**src/rtl/hbe_cfg.svh**
```systemverilog
// constants for the host bus endian port: offsets, field positions, timing counts
// assumes a 40 MHz system clock; included by the package and the host port module
`ifndef HBE_CFG_SVH
`define HBE_CFG_SVH
`define HBE_CLK_PERIOD_NS 25
`define HBE_TXLVL_MAX_NS 135
// longest time rounds down, never under one cycle
`define HBE_TXLVL_CYC ((`HBE_TXLVL_MAX_NS / `HBE_CLK_PERIOD_NS) < 1 ? 1 : \
  (`HBE_TXLVL_MAX_NS / `HBE_CLK_PERIOD_NS))
`define HBE_DW_ADDR_W 8
`define HBE_HALF_LO 16'h0000
`define HBE_WRITE_LOCK_RST 1'b1
`define HBE_HALF_BIT 0
`endif

```
**src/rtl/hbe_pkg.sv**
```systemverilog
// types shared by the host bus endian port
// assumes hbe_cfg.svh is on the include path
`include "hbe_cfg.svh"
package hbe_pkg;
  typedef enum logic [1:0] {
    HBE_IDLE,
    HBE_READ,
    HBE_WRITE
  } hbe_cyc_e;
  // one internal 32-bit little endian access
  typedef struct packed {
    logic [`HBE_DW_ADDR_W-1:0] addr;
    logic fifo;
    logic [31:0] data;
  } hbe_int_req_s;
endpackage

```
**src/rtl/hbe_host_port.sv**
```systemverilog
// host bus port: 16-bit asynchronous strobes to a 32-bit internal little endian bus
// assumes strobes arrive from pins and internal reads answer with rd_ack_i later
`timescale 1ns/100ps
`include "hbe_cfg.svh"
module hbe_host_port
  import hbe_pkg::*;
#(
  parameter int ADDR_W = `HBE_DW_ADDR_W,
  parameter int TXLVL_CYC = `HBE_TXLVL_CYC
) (
  // clock and reset
  input wire logic clk_sys_i,
  input wire logic rst_b_i,
  // internal reset condition still active (same clock domain)
  input wire logic int_reset_i,
  // host pins
  input wire logic chip_select_strobe_low_i,
  input wire logic read_strobe_low_i,
  input wire logic write_strobe_low_i,
  input wire logic word_half_address_line_i,
  input wire logic [ADDR_W-1:0] dw_addr_i,
  input wire logic endian_select_i,
  input wire logic fifo_select_i,
  input wire logic [15:0] host_data_i,
  output logic [15:0] host_data_o,
  output logic host_data_oe_b_o,
  // internal write request
  output logic wr_valid_o,
  output hbe_int_req_s wr_req_o,
  // internal read request and answer
  output logic rd_valid_o,
  output hbe_int_req_s rd_req_o,
  input wire logic rd_ack_i,
  input wire logic [31:0] rd_data_i,
  // transmit fifo level update strobe, settles the info register
  output logic tx_level_upd_o
);
  // pin synchronisers: three stages, a change counts when stages two and three agree
  localparam int SYNC_W = 4 + ADDR_W + 2 + 16;
  logic [SYNC_W-1:0] s1_q, s2_q, s3_q, s1_d, s2_d, s3_d;
  logic [SYNC_W-1:0] pins;
  logic [SYNC_W-1:0] stab_q, stab_d;
  assign pins = {chip_select_strobe_low_i, read_strobe_low_i, write_strobe_low_i,
    word_half_address_line_i, dw_addr_i, endian_select_i, fifo_select_i, host_data_i};
  // synchroniser next values
  always_comb begin
    s1_d = pins;
    s2_d = s1_q;
    s3_d = s2_q;
    stab_d = stab_q;
    for (int i = 0; i < SYNC_W; i++) begin
      if (s2_q[i] == s3_q[i]) begin
        stab_d[i] = s3_q[i];
      end
    end
  end

  // synchroniser flops; strobes idle high at reset
  always_ff @(posedge clk_sys_i or negedge rst_b_i) begin
    if (!rst_b_i) begin
      s1_q <= {3'h7, {(SYNC_W-3){1'b0}}};
      s2_q <= {3'h7, {(SYNC_W-3){1'b0}}};
      s3_q <= {3'h7, {(SYNC_W-3){1'b0}}};
      stab_q <= {3'h7, {(SYNC_W-3){1'b0}}};
    end else begin
      s1_q <= s1_d;
      s2_q <= s2_d;
      s3_q <= s3_d;
      stab_q <= stab_d;
    end
  end

  // unpacked view of the stable pins
  logic cs_b, rd_b, wr_b, half, big_end, fifo_sel;
  logic [ADDR_W-1:0] addr;
  logic [15:0] hdata;
  assign {cs_b, rd_b, wr_b, half, addr, big_end, fifo_sel, hdata} = stab_q;

  // a cycle is active while both chip select and its strobe are low, so either
  // strobe may be the one that frames the timing
  logic rd_act, wr_act;
  assign rd_act = !cs_b && !rd_b;
  assign wr_act = !cs_b && !wr_b;

  // cycle tracking
  hbe_cyc_e cyc_q, cyc_d;
  logic rd_start, rd_end, wr_end;
  always_comb begin
    cyc_d = cyc_q;
    rd_start = 1'b0;
    rd_end = 1'b0;
    wr_end = 1'b0;
    case (cyc_q)
      HBE_IDLE: begin
        if (rd_act) begin
          cyc_d = HBE_READ;
          rd_start = 1'b1;
        end else if (wr_act) begin
          cyc_d = HBE_WRITE;
        end
      end
      HBE_READ: begin
        if (!rd_act) begin
          cyc_d = HBE_IDLE;
          rd_end = 1'b1;
        end
      end
      HBE_WRITE: begin
        // data latched at the trailing edge of the write strobe
        if (!wr_act) begin
          cyc_d = HBE_IDLE;
          wr_end = 1'b1;
        end
      end
      default: cyc_d = HBE_IDLE;
    endcase
  end

  // reset falling away mid-read: the rest of that read is ignored
  logic int_reset_q, reset_end, skip_rd_q, skip_rd_d;
  assign reset_end = int_reset_q && !int_reset_i;

  // write lock after reset, released by the first completed read
  logic wr_lock_q, wr_lock_d;
  // pairing state
  logic pend_q, pend_d;
  logic pend_half_q, pend_half_d;
  logic pend_rd_q, pend_rd_d;
  logic [15:0] lo_q, lo_d, hi_q, hi_d;
  logic [31:0] rbuf_q, rbuf_d;
  hbe_int_req_s wr_req_q, wr_req_d, rd_req_q, rd_req_d;
  logic wr_valid_q, wr_valid_d, rd_valid_q, rd_valid_d, rd_wait_q, rd_wait_d;
  logic [15:0] host_q, host_d;
  logic [15:0] sw_host, sw_int;
  logic [7:0] txcnt_q, txcnt_d;
  logic upd_q, upd_d;

  // lane steering, endian select taken fresh on each access
  hbe_lane_swap u_swap (
    .big_end_i(big_end),
    .half_i(half),
    .word_i(rd_ack_i ? rd_data_i : rbuf_q),
    .host_i(hdata),
    .host_o(sw_host),
    .int_half_o(sw_int)
  );

  // access control next values
  always_comb begin
    skip_rd_d = skip_rd_q;
    wr_lock_d = wr_lock_q;
    pend_d = pend_q;
    pend_half_d = pend_half_q;
    pend_rd_d = pend_rd_q;
    lo_d = lo_q;
    hi_d = hi_q;
    rbuf_d = rbuf_q;
    wr_req_d = wr_req_q;
    rd_req_d = rd_req_q;
    wr_valid_d = 1'b0;
    rd_valid_d = 1'b0;
    rd_wait_d = rd_wait_q;
    host_d = host_q;
    txcnt_d = txcnt_q;
    upd_d = 1'b0;
    if (txcnt_q != 8'h00) begin // count down first; a fifo write below reloads it
      txcnt_d = txcnt_q - 8'h01;
      upd_d = (txcnt_q == 8'h01);
    end
    if (int_reset_i) begin
      // any reset locks writes again
      wr_lock_d = `HBE_WRITE_LOCK_RST;
    end
    if (reset_end) begin
      // a half pair begun in reset is dropped; the next read starts fresh
      pend_d = 1'b0;
      if (cyc_q == HBE_READ) begin
        skip_rd_d = 1'b1;
      end
    end
    if (rd_start) begin
      if (pend_q && pend_rd_q && pend_half_q != half && rd_req_q.addr == addr) begin
        // second half served from the held word
        host_d = sw_host;
        pend_d = 1'b0;
      end else begin
        // first half (or same half again): fetch a whole word, restart the pair
        rd_req_d.addr = addr;
        rd_req_d.fifo = fifo_sel;
        rd_req_d.data = 32'h0000_0000;
        rd_valid_d = 1'b1;
        rd_wait_d = 1'b1;
        pend_d = 1'b1;
        pend_rd_d = 1'b1;
        pend_half_d = half;
      end
    end
    if (rd_wait_q && rd_ack_i) begin
      rbuf_d = rd_data_i;
      host_d = sw_host;
      rd_wait_d = 1'b0;
    end
    if (rd_end) begin
      if (skip_rd_q) begin
        skip_rd_d = 1'b0;
      end else if (!int_reset_i) begin
        wr_lock_d = 1'b0;
      end
    end
    if (wr_end && !wr_lock_q && !int_reset_i) begin
      if (pend_q && !pend_rd_q && pend_half_q != half && wr_req_q.addr == addr
          && wr_req_q.fifo == fifo_sel) begin
        // opposite half of the same word completes one internal write
        wr_req_d.data = half ? {sw_int, lo_q} : {hi_q, sw_int};
        wr_valid_d = 1'b1;
        pend_d = 1'b0;
        if (fifo_sel) begin
          txcnt_d = TXLVL_CYC[7:0];
        end
      end else if (!(pend_q && !pend_rd_q && pend_half_q == half)) begin
        // first half of a pair; a repeated half is disregarded, data and all
        if (half) begin
          hi_d = sw_int;
        end else begin
          lo_d = sw_int;
        end
        wr_req_d.addr = addr;
        wr_req_d.fifo = fifo_sel;
        pend_d = 1'b1;
        pend_rd_d = 1'b0;
        pend_half_d = half;
      end
    end
  end

  // access control flops
  always_ff @(posedge clk_sys_i or negedge rst_b_i) begin
    if (!rst_b_i) begin
      cyc_q <= HBE_IDLE;
      int_reset_q <= 1'b0;
      skip_rd_q <= 1'b0;
      wr_lock_q <= 1'b1;
      pend_q <= 1'b0;
      pend_half_q <= 1'b0;
      pend_rd_q <= 1'b0;
      lo_q <= `HBE_HALF_LO;
      hi_q <= `HBE_HALF_LO;
      rbuf_q <= 32'h0000_0000;
      wr_req_q <= '0;
      rd_req_q <= '0;
      wr_valid_q <= 1'b0;
      rd_valid_q <= 1'b0;
      rd_wait_q <= 1'b0;
      host_q <= 16'h0000;
      txcnt_q <= 8'h00;
      upd_q <= 1'b0;
    end else begin
      cyc_q <= cyc_d;
      int_reset_q <= int_reset_i;
      skip_rd_q <= skip_rd_d;
      wr_lock_q <= wr_lock_d;
      pend_q <= pend_d;
      pend_half_q <= pend_half_d;
      pend_rd_q <= pend_rd_d;
      lo_q <= lo_d;
      hi_q <= hi_d;
      rbuf_q <= rbuf_d;
      wr_req_q <= wr_req_d;
      rd_req_q <= rd_req_d;
      wr_valid_q <= wr_valid_d;
      rd_valid_q <= rd_valid_d;
      rd_wait_q <= rd_wait_d;
      host_q <= host_d;
      txcnt_q <= txcnt_d;
      upd_q <= upd_d;
    end
  end

  // outputs; data bus driven only during a read cycle
  assign host_data_o = host_q;
  assign host_data_oe_b_o = !(cyc_q == HBE_READ);
  assign wr_valid_o = wr_valid_q;
  assign wr_req_o = wr_req_q;
  assign rd_valid_o = rd_valid_q;
  assign rd_req_o = rd_req_q;
  assign tx_level_upd_o = upd_q;
endmodule

```
**src/rtl/hbe_lane_swap.sv**
```systemverilog
// byte lane steering between one 16-bit host half and the 32-bit internal word
// assumes purely combinational use inside the host port
`timescale 1ns/100ps
module hbe_lane_swap
  import hbe_pkg::*;
(
  // control
  input wire logic big_end_i,
  input wire logic half_i,
  // data
  input wire logic [31:0] word_i,
  input wire logic [15:0] host_i,
  output logic [15:0] host_o,
  output logic [15:0] int_half_o
);
  logic [15:0] sel_half;
  always_comb begin
    // little endian: high half goes on word line one, bytes unchanged
    sel_half = half_i ? word_i[31:16] : word_i[15:0];
    if (big_end_i) begin
      // big endian: the more significant byte sits on the low host lane
      host_o = {sel_half[7:0], sel_half[15:8]};
      int_half_o = {host_i[7:0], host_i[15:8]};
    end else begin
      host_o = sel_half;
      int_half_o = host_i;
    end
  end
endmodule

```
**config.mk**
```make
export PLATFORM = sky130hd
export DESIGN_NAME = hbe_host_port
export DESIGN_NICKNAME = d
export VERILOG_FILES = /design/src/rtl/hbe_pkg.sv /design/src/rtl/hbe_host_port.sv /design/src/rtl/hbe_lane_swap.sv
export VERILOG_INCLUDE_DIRS = /design/src /design/src/rtl
export SDC_FILE = /design/constraint.sdc
export NUM_CORES = 1
export LEC_CHECK = 0
export BUFFER_PORTS_ARGS = -buffer_cell sky130_fd_sc_hd__buf_4
export CAP_MARGIN = 30
export CELL_PAD_IN_SITES_DETAIL_PLACEMENT = 0
export CELL_PAD_IN_SITES_GLOBAL_PLACEMENT = 1
export CORE_MARGIN = 2
export CORE_UTILIZATION = 42
export DETAILED_ROUTE_END_ITERATION = 7
export GPL_TIMING_DRIVEN = 0
export PLACE_DENSITY = 0.82
export REMOVE_ABC_BUFFERS = 1
export SLEW_MARGIN = 0
export SYNTH_ARGS = -nofsm -noshare
export SYNTH_HDL_FRONTEND = slang
export SYNTH_SLANG_ARGS = --single-unit
```
**constraint.sdc**
```tcl
create_clock -name clk_sys_i -period 2.8 [get_ports clk_sys_i]
set_input_delay 0.42 -clock clk_sys_i [delete_from_list [all_inputs] [get_ports clk_sys_i]]
set_output_delay 0.42 -clock clk_sys_i [all_outputs]
set_load 0.05 [all_outputs]
```
== Word level (Yosys, flattened, before mapping) ==
Cells that the tools add are included.
Storage, ports and cells
  bits in registers: 270
  latch bits: 0
  memory bits (writable): 0
  bits in read-only memories: 0
  input port bits: 66
  output and inout port bits: 102
  logic and storage cells: 188
  memories: 0
Operators by class
  add/subtract/negate cells: 1
  $mul: 0
  div/mod/pow operators: 0
  magnitude comparators: 0
  equal/unequal tests: 42
  shifts and indexed selects: 0
  muxes and demuxes: 54
  bitwise operators: 4
  reductions and logical operators: 33
Operators by type and width (number)
  16-bit two-way mux: 6
  32-bit two-way mux: 2
  1-bit two-way mux: 37
  1-bit equality test: 32
  8-bit two-way mux: 4
  8-bit equality test: 2
  1-bit logical AND: 14
  8-bit by 1-bit equality test with 1-bit output, second input constant: 1
  2-bit two-way mux: 4
  2-bit AND reduction: 4
  4-bit AND reduction: 2
  8-bit nonzero test: 1
  8-bit by 1-bit subtractor with 8-bit output, second input constant: 1
  1-bit logical NOT: 7
  2-bit case mux with 3 select lines: 1
  3-bit AND reduction: 2
  2-bit != test, second input constant: 2
  1-bit inverter: 4
  2-bit nonzero test: 2
  3-bit != test, second input constant: 1
  2-bit by 1-bit equality test with 1-bit output, second input constant: 1
  2-bit equality test, second input constant: 1
  2-bit logical NOT: 1
  2-bit by 1-bit != test with 1-bit output, second input constant: 1
  1-bit != test: 1

== Depth between registers and ports, before layout ==
Gate-level depths: netlist of the first run.
  depth after elaboration: 8
  depth in mapped cells: 8
  gate-level depth less buffers: 6

== Hierarchy ==
From an unflattened synthesis of the first run, not the netlist that was laid out.
Second synthesis, totals
  cell total of the unflattened synthesis: 691
  area total of the unflattened synthesis: 10906.7 um^2
By module, submodules not included
  hbe_host_port: instances 1, cells each 653, area an instance 10293.6 um^2, seq. area each 6772.7 um^2
  hbe_lane_swap: instances 1, cells each 38, area an instance 613.1 um^2, seq. area each 0.0 um^2

== Worst setup path after synthesis of the first run ==
OpenSTA, ideal clock, no wires.
  path kind: reg2reg
  start: reg rd_req_q, in the netlist rd_req_o[34]
  end: reg host_q[10], in the netlist host_data_o[10]
  library setup time: 0.125 ns
  arrival: 2.205 ns
  required time: 2.675 ns
  setup slack: 0.470 ns
  cell stages (with the launch flop): 7
  path buffers: 1
  period minus slack after synthesis: 2.330 ns
  cells stage by stage: dfrtp_1 -> nor2b_1 -> a2111oi_0 -> nand4_1 -> o21ai_2 -> buf_2 -> mux2_2
Between the ends
  longest elaborated chain between the ends: 4
Ends and longest elaborated chain
  start, declared: line hbe_host_port.sv:131  | hbe_int_req_s wr_req_q, wr_req_d, rd_req_q, rd_req_d;
  start signal, assigned: line hbe_host_port.sv:269  | rd_req_q <= rd_req_d;
  8-bit equality test: line hbe_host_port.sv:182  | if (pend_q && pend_rd_q && pend_half_q != half && rd_req_q.addr == addr) begin
  1-bit logical AND: line hbe_host_port.sv:182
  2-bit nonzero test (no line)
  2-bit AND reduction (no line)
  end signal, assigned: line hbe_host_port.sv:273  | host_q <= host_d;
  end, declared: line hbe_host_port.sv:133  | logic [15:0] host_q, host_d;
Every way passes these cells.
A chain may end at the register's enable or synchronous reset.

== Worst setup path after layout of the first run ==
  start: in int_reset_i
  end: reg txcnt_q[3]
Between the ends
  longest elaborated chain between the ends: 3
Ends and longest elaborated chain
  start, declared: line hbe_host_port.sv:15  | input wire logic int_reset_i,
  1-bit logical NOT: line hbe_host_port.sv:210  | if (wr_end && !wr_lock_q && !int_reset_i) begin
  1-bit logical AND: line hbe_host_port.sv:210
  8-bit two-way mux: line hbe_host_port.sv:210
  via txcnt_d[3]: line hbe_host_port.sv:135  | logic [7:0] txcnt_q, txcnt_d;
  end signal, assigned: line hbe_host_port.sv:274  | txcnt_q <= txcnt_d;
  end, declared: line hbe_host_port.sv:135
The timed path passes the listed nets, and every way through them passes these cells.

==> results of run 1 <==
## area by class of cell
| type | count | area, µm² | area share, % |
|---|---|---|---|
| Clock buffer | 36 | 792 | 5.88 |
| Clock inverter | 18 | 229 | 1.70 |
| Inverter | 10 | 37.5 | 0.279 |
| Multi-Input combinational cell | 460 | 3670 | 27.2 |
| Sequential cell | 270 | 6780 | 50.3 |
| Tap cell | 330 | 413 | 3.07 |
| Timing Repair Buffer | 177 | 1550 | 11.5 |
## cell families (layout without fill, tap and decap cells)
group | after synthesis | after routing | share of synthesized area [%]
buffers and inverters | 74 | 241 | 4.04
other | 1 | 32 | 0.0350
flip-flops | 270 | 270 | 63.2
adder cells (fa/ha/maj) | 33 | 33 | 3.15
multiplexers | 158 | 158 | 18.1
AND/OR/NAND/NOR | 136 | 136 | 5.76
XOR/XNOR | 21 | 21 | 1.72
AO/OA/AOI/OAI | 80 | 80 | 4.06
## flip-flops by register name, indices dropped and copies added (netlist names), 2 cells and up
name,flops
cyc_q,2
hi_q,16
host_data_o,16
lo_q,16
rbuf_q,32
rd_req_o,9
s1_q,30
s2_q,30
s3_q,30
stab_q,30
txcnt_q,8
wr_req_o,41
## layout by cell type (no fill, tap or decap), types with 5 or more instances in the layout
| cell type | Yosys | layout |
|---|---|---|
| clkinvlp_4 | 0 | 5 |
| mux2_2 | 124 | 124 |
| buf_4 | 33 | 134 |
| a21oi_1 | 17 | 17 |
| dlygate4sd3_1 | 0 | 32 |
| inv_1 | 10 | 10 |
| xnor2_1 | 15 | 15 |
| dfstp_2 | 13 | 13 |
| mux4_2 | 16 | 16 |
| conb_1 | 1 | 32 |
| nand2_1 | 70 | 70 |
| o21ai_0 | 40 | 40 |
| maj3_1 | 30 | 30 |
| dfrtp_1 | 257 | 255 |
| clkbuf_16 | 0 | 29 |
| mux2i_1 | 18 | 18 |
| xor2_1 | 6 | 6 |
| nand2b_1 | 6 | 6 |
| o21ai_1 | 13 | 13 |
| nor2_1 | 32 | 32 |
## report_power, final
group / switching (W) / internal [W] / total [W] / leakage (nW)
Clock: 0.00159 / 0.00240 / 0.00399 / 0.485
Sequential: 0.000464 / 0.00460 / 0.00506 / 3.24
Combinational: 0.00167 / 0.00126 / 0.00293 / 2.43
Total: 0.00373 / 0.00826 / 0.0120 / 6.15
## through the flow
step | setup TNS [ps] | area, µm²
2_1_floorplan | -60210 | 10400
3_3_place_gp | -452250 | 11900
3_5_place_dp | -28080 | 12000
4_1_cts | 0 | 13500
5_1_grt | 0 | 13500
6_report | 0 | 13500
## metal layers
metal	up-vias	part of all wire [%]	track usage, %
li1	2978	-	-
met1	3126	45	21.9
met2	158	46	24.9
met3	33	6.5	4.14
met4	0	2.1	4.03
met5	-	0	0
## how the worst max path moves through the flow
stage                                 startpoint                          to  cells after the start
final                                int_reset_i        txcnt_q[3]$_DFF_PN0_                      7
after global routing      stab_q[26]$_DFFE_PN0N_         hi_q[1]$_DFFE_PN0P_                      5
after CTS                 stab_q[26]$_DFFE_PN0N_  host_data_o[2]$_DFFE_PN0P_                      5
after detailed placement  stab_q[26]$_DFFE_PN0N_         hi_q[6]$_DFFE_PN0P_                      5
after global placement    stab_q[26]$_DFFE_PN0N_        txcnt_q[5]$_DFF_PN0_                      5
after floorplan           stab_q[26]$_DFFE_PN0N_        txcnt_q[3]$_DFF_PN0_                      5
## critical path, delay by kind of cell
kind            cells  cell delay (ps)
simple gates        3             1330
compound gates      1              290
buf+inv             3              940
## timing repair
action | in CTS | in global routing
gates resized for setup | 2 | 2
setup endpoints to repair | 97 | 32
setup buffers | 3 | 0
hold buffers | 32 | 0
endpoints found under the hold margin | 99 | 0
==> results.yml, run 1 <==
grt:
  grt-ovfl-total: 0
  grt_pass1_wl_um: 34100
  first_global_vias: 6454
  grt_max_degree: 122
  antenna_found_initial: 0
  track_usage_pct: 15.8
timing:
  fmax_ghz: 0.387
  slew_headroom_pct: 49.9
  worst_pin_slew_ps: 750
  finalCritPeriodShare_pct: 92.3
  drv_slew: 0
  setup_ws_ps: 216
  skew_ps: 18.7
  hold_slack_ps: 116
  rsz0062_at_grt: "no"
  final.min_clock_period_ps: 2580
  finalSetupViolCount: 0
  finalHoldViolCount: 0
min_path:
  worstHoldStart: "rd_data_i[30]"
  worst_hold_path_type: "input pin to flop"
  min_to: "rbuf_q[30]$_DFFE_PN0P_"
  hold_depth: 2
synthesis:
  synth.most_common_cell: "dfrtp_1"
  synth_top_area_cell: "dfrtp_1"
  synth_area_um2: 10700
  synth_area_leaders: "dfrtp_1, mux2_2, mux4_2"
  netlist_top_cells_count: "dfrtp_1, mux2_2, nand2_1"
  synth_edf_count: 0
  ys_async_sr_fraction_pct: 100
  ys_seq_area_share_pct: 63.2
  ys_ff_latch: 270
  syn_avg_cell_area_um2: 13.9
  yosysTopAreaCellShare_pct: 60.0
  synthCells: 773
  ys_warn_count: 0
  ys.flop_type: "dfrtp_1"
  ys_types: 46
worst_setup_path:
  cp-start-kind: "input pin"
  crit_top_cell: "or4_4"
  r2r_slack_ps: 230
  crit_fanout: 50
  slowest_delay_ps: 700
  cp_cell_sequence: "dlygate4sd3_1 > buf_4 > or4_4 > or4_4 > buf_12 > o21ai_1 > nor2_1"
  worst_ep_arrival_time_ps: 2990
  timing.rr.end: "hi_q[1]$_DFFE_PN0P_"
  cp-end-kind: "flop"
  cp_data_required_time_ps: 3210
  r2r-start: "stab_q[26]$_DFFE_PN0N_"
  r2r_cells: 5
  cpMaxStageDelayCell: "or4_4"
  crit_type: "input pin to flop"
cts:
  cts_buffers: 29
  htreeDepth: 1
  cts_tree: "built"
  clkLatencyLatePin_ps: 540
  clk_pin_slew_ps: 60
  clock_sinks: 270
  cts.root.buffer_cell: "clkbuf_16"
  cts_buffer_depth: 3
final_layout:
  nNetsFinal: 1017
  layoutNonFillerInstCount: 1301
  syn2layout_area_growth_pct: 25.6
  drive_gt1_share_pct: 36.9
  antennaDiodeCount: 0
  fill_cells: 2132
  utilization_pct: 53.6
die:
  fp.dieW_um: 164
  dieArea_um2: 26800
  chipHeight_um: 164
  rows: 58
  core-area_um2: 25100
  io_pins: 168
  start_util_pct: 42.7
detailed_routing:
  totalWireLength_um: 20500
  drc: 0
  first_iter_violations: 328
  routed_via_density: 4.84
  vias: 6295
  routedWlPerCell_um: 15.8
  postRouteAntennaNets: 0
  dr.pass1.iters: 4
run:
  drv_cap: 0
power_and_ir_drop:
  leakage_nw: 6.15
  p_total_w: 0.0120
  vdd_drop_max_uv: 624
  powerDensity_nw_per_um2: 890
placement:
  dp_slack_ps: -546
  dpl.cell_count: 1212
  io_buffers: 135
  place.gp.congestion: 0.718
  dp_hpwl_um: 12400
status:
  status: "complete, no violations"
Note: power is estimated with default switching activity, not from simulation.
==> run 2: changes to the inputs <==
Settings changed: RECOVER_POWER from default to 100.
==> run 2 against run 1 <==
Against the previous run: register-to-register slack gained 20 ps; power shrank 1.9%; global-route usage is the same; critical path type unchanged; largest power group unchanged.
==> results.yml, run 2 (same netlist as run 1, synthesis figures left out) <==
detailed_routing:
  routed_via_density: 4.85
  dr.pass1.iters: 4
  first_iter_violations: 314
  totalWireLength_um: 20600
  routedWlPerCell_um: 15.8
  postRouteAntennaNets: 0
  vias: 6304
  drc: 0
die:
  core-area_um2: 25100
  fp.dieW_um: 164
  dieArea_um2: 26800
  start_util_pct: 42.7
  rows: 58
  chipHeight_um: 164
  io_pins: 168
cts:
  cts_buffer_depth: 3
  clk_pin_slew_ps: 60
  clock_sinks: 270
  cts_buffers: 29
  cts_tree: "built"
  cts.root.buffer_cell: "clkbuf_16"
  clkLatencyLatePin_ps: 540
  htreeDepth: 1
timing:
  finalCritPeriodShare_pct: 92.1
  finalHoldViolCount: 0
  worst_pin_slew_ps: 1150
  drv_slew: 0
  finalSetupViolCount: 0
  final.min_clock_period_ps: 2580
  rsz0062_at_grt: "no"
  skew_ps: 16.3
  fmax_ghz: 0.388
  slew_headroom_pct: 23.6
final_layout:
  nNetsFinal: 1017
  syn2layout_area_growth_pct: 22.5
  utilization_pct: 52.3
  drive_gt1_share_pct: 28.8
  final_cell_mix: "dfrtp_1, mux2_2, clkbuf_1"
  layoutNonFillerInstCount: 1301
  antennaDiodeCount: 0
  largest_reg_flops: 41
  final_common_cell: "dfrtp_1"
grt:
  antenna_found_initial: 0
  first_global_vias: 6454
  grt_pass1_wl_um: 34100
  track_usage_pct: 15.8
  grt-ovfl-total: 0
  grt_max_degree: 122
placement:
  dp_hpwl_um: 12400
  place.gp.congestion: 0.718
  io_buffers: 135
  dpl.cell_count: 1212
worst_setup_path:
  crit_type: "input pin to flop"
  r2r_slack_ps: 250
  r2r_cells: 6
  crit_fanout: 50
  worst_ep_arrival_time_ps: 2990
  r2r-start: "stab_q[29]$_DFFE_PN1N_"
  timing.rr.end: "txcnt_q[3]$_DFF_PN0_"
  cp-start-kind: "input pin"
  cp-end-kind: "flop"
  cp_data_required_time_ps: 3210
power_and_ir_drop:
  leakage_nw: 5.85
  powerDensity_nw_per_um2: 895
  vdd_drop_max_uv: 600
min_path:
  min_to: "rbuf_q[30]$_DFFE_PN0P_"
  worstHoldStart: "rd_data_i[30]"
  hold_depth: 2
  worst_hold_path_type: "input pin to flop"
status:
  status: "complete, no violations"
run:
  drv_cap: 0
## run 2: what timing repair did
action,4_1_cts,5_1_grt
hold buffers,32,0
setup endpoints to repair,97,32
resized for setup,2,2
hold endpoints to repair,99,0
setup buffers,3,0
## run 2: how the worst max path moves through the flow
stage / start / slack (ps) / endpoint / cells after the start
after floorplan: stab_q[26]$_DFFE_PN0N_ / -960 / txcnt_q[3]$_DFF_PN0_ / 5
after global placement: stab_q[26]$_DFFE_PN0N_ / -2620 / txcnt_q[5]$_DFF_PN0_ / 5
after detailed placement: stab_q[26]$_DFFE_PN0N_ / -550 / hi_q[6]$_DFFE_PN0P_ / 5
final: int_reset_i / 220 / txcnt_q[3]$_DFF_PN0_ / 7
after global routing: rst_b_i / 60 / stab_q[26]$_DFFE_PN0N_ / 4
after CTS: stab_q[26]$_DFFE_PN0N_ / 30 / host_data_o[2]$_DFFE_PN0P_ / 5
## run 2: per-layer routing
| metal | vias up | wire length [µm] | GRT usage (%) |
|---|---|---|---|
| li1 | 2980 | - | - |
| met1 | 3126 | 9370 | 21.9 |
| met2 | 163 | 9440 | 24.9 |
| met3 | 35 | 1350 | 4.14 |
| met4 | 0 | 447 | 4.03 |
| met5 | - | 0 | 0 |
## run 2: power breakdown
| part | total (W) | switching [W] | internal [W] |
|---|---|---|---|
| clock network | 0.00399 | 0.00159 | 0.00240 |
| registers | 0.00505 | 0.000456 | 0.00459 |
| logic | 0.00272 | 0.00167 | 0.00105 |
## run 2: layout make-up
type | instances | area [µm²]
Fill cell | 2187 | 12000
Sequential cell | 270 | 6780
Multi-Input combinational cell | 460 | 3670
Timing Repair Buffer | 177 | 1220
Clock buffer | 36 | 792
Tap cell | 330 | 413
Clock inverter | 18 | 229
Inverter | 10 | 37.5
## run 2: metrics by stage
stage | power [W] | setup WS (ps) | cell area [µm²] | hold slack [ps] | setup TNS [ps]
floorplan | 0.00711 | -955 | 10400 | 124 | -60210
global placement | 0.00792 | -2620 | 11900 | 332 | -452250
detailed placement | 0.00800 | -546 | 12000 | 335 | -28080
CTS | 0.0121 | 26.6 | 13500 | 83.8 | 0
global route | 0.0124 | 62.4 | 13100 | 91.5 | 0
finish | 0.0118 | 222 | 13100 | 115 | 0
## run 2: worst max-delay path: stages
cell and delay (ps):
dlygate4sd3_1 540, clkbuf_1 140, or4_4 550, or4_4 700
buf_12 240, o21ai_1 290, nor2_1 90
==> run 3: changes to the inputs <==
Settings changed: CORE_ASPECT_RATIO from default to 0.6, HOLD_SLACK_MARGIN from default to 0.15.
==> run 3 against run 2 <==
Against the previous run: register-to-register slack got worse by 90 ps; clock power down 8.0%; global-route usage is 0.84 points higher; die area rose by 0.15%; critical path depth decreased by 1; highest routed layer unchanged.
==> results.yml, run 3 (same netlist as run 1, synthesis figures left out) <==
status:
  status: "complete, no violations"
die:
  io_pins: 168
  chipHeight_um: 128
  core-area_um2: 25200
  fp.dieW_um: 210
  rows: 45
  dieArea_um2: 26900
  start_util_pct: 42.6
timing:
  final.min_clock_period_ps: 2640
  hold_slack_ps: 326
  slew_headroom_pct: 1.50
  setup_ws_ps: 162
  finalHoldViolCount: 0
  skew_ps: 24.0
  finalSetupViolCount: 0
  fin_setup_tns_ps: 0
  rsz0062_at_grt: "no"
  fmax_ghz: 0.379
  worst_pin_slew_ps: 1480
  drv_slew: 0
  finalCritPeriodShare_pct: 94.2
final_layout:
  largest_reg_flops: 41
  fill_cells: 2177
  final_cell_mix: "dfrtp_1, mux2_2, clkbuf_1"
  final_common_cell: "dfrtp_1"
  syn2layout_area_growth_pct: 24.7
  multi_input_area_um2: 3660
  drive_gt1_share_pct: 27.6
  nNetsFinal: 1046
  layoutNonFillerInstCount: 1326
  regArea_um2: 6780
  antennaDiodeCount: 0
placement:
  place.gp.congestion: 0.720
  dpl.cell_count: 1211
  dp_hpwl_um: 13600
  dp_slack_ps: -576
  io_buffers: 135
detailed_routing:
  vias: 6414
  routed_via_density: 4.84
  postRouteAntennaNets: 0
  routedWlPerCell_um: 16.7
  dr.pass1.iters: 4
  drc: 0
  first_iter_violations: 291
  totalWireLength_um: 22100
grt:
  track_usage_pct: 16.6
  first_global_vias: 6486
  grt_max_degree: 126
  antenna_found_initial: 1
  grt_pass1_wl_um: 35400
  grt-ovfl-total: 0
worst_setup_path:
  cp_data_required_time_ps: 3200
  crit_fanout: 57
  worst_ep_arrival_time_ps: 3040
  crit_type: "flop to flop"
  cp-start-kind: "flop"
  cp-end-kind: "flop"
min_path:
  worst_hold_path_type: "input pin to flop"
run:
  drv_cap: 0
cts:
  clock_sinks: 270
  cts_tree: "built"
  htreeDepth: 1
  cts.root.buffer_cell: "clkbuf_16"
  clk_pin_slew_ps: 70
  clkLatencyLatePin_ps: 540
  cts_buffers: 26
  cts_buffer_depth: 3
power_and_ir_drop:
  powerDensity_nw_per_um2: 863
  leakage_nw: 5.96
  vdd_drop_max_uv: 776
==> run 3: changes by cell type in the layout (fill, tap and decap cells not counted), moves of 2 or more <==
cell	previous run	this run
inv_6	3	0
clkbuf_8	4	6
clkinvlp_4	5	1
clkinv_2	2	5
dlygate4sd3_1	32	64
buf_16	1	3
clkbuf_16	29	26
==> run 3: final cells by class <==
type	instances	share of cell area, %
Multi-Input combinational cell	460	27.4
Tap cell	329	3.08
Inverter	10	0.281
Clock inverter	13	1.24
Timing Repair Buffer	209	11.8
Sequential cell	270	50.7
Clock buffer	35	5.57
==> run 3: timing repair <==
| item | CTS | global route |
|---|---|---|
| pin swaps | 0 | 0 |
| hold endpoints to repair | 100 | 0 |
| buffers inserted | 2 | 1 |
| endpoints found under the setup margin | 96 | 59 |
| gates resized for setup | 2 | 0 |
| hold buffers | 64 | 0 |
==> run 3: final timing paths <==
kind / cells past startpoint / from / to / slack [ps]
worst max-delay path: 6 / stab_q[29]$_DFFE_PN1N_ / wr_req_o[30]$_DFFE_PN0P_ / 160
worst min-delay path: 2 / rd_ack_i / rd_wait_q$_DFFE_PN0P_ / 330
worst max register to register: 6 / stab_q[29]$_DFFE_PN1N_ / wr_req_o[30]$_DFFE_PN0P_ / 160
worst min register to register: 0 / s1_q[5]$_DFF_PN0_ / s2_q[5]$_DFF_PN0_ / 350
max in group asynchronous: 3 / rst_b_i / wr_req_o[28]$_DFFE_PN0P_ / 660
min in group asynchronous: 2 / rst_b_i / stab_q[3]$_DFFE_PN0N_ / 360
==> run 3: critical path: stages, from the launching register on <==
cell and delay [ps]:
dfstp_1 610, nor2_1 80, or4_4 430, or4_2 900
buf_12 280, nand2_1 90, o21ai_0 80
==> run 3: power by group <==
group	internal (W)	leakage, nW	switching (W)	total (W)
clock network	0.00216	0.448	0.00152	0.00367
registers	0.00459	3.24	0.000476	0.00507
logic	0.00109	2.27	0.00170	0.00279
total	0.00784	5.96	0.00369	0.0115
==> run 3: per-layer routing <==
layer  global-route usage, %  part of all wire, %
met3                    3.94                  4.6
met4                    3.00                  1.3
met5                       0                    0
met1                    24.9                   50
met2                    25.0                   44
==> run 3: stage by stage <==
step	total power [W]	utilization, %	area [µm²]
floorplan	0.00711	-	10400
global placement	0.00794	47.2	11900
detailed placement	0.00803	47.8	12000
CTS	0.0119	54.2	13600
global route	0.0121	53.1	13400
finish	0.0115	53.1	13400
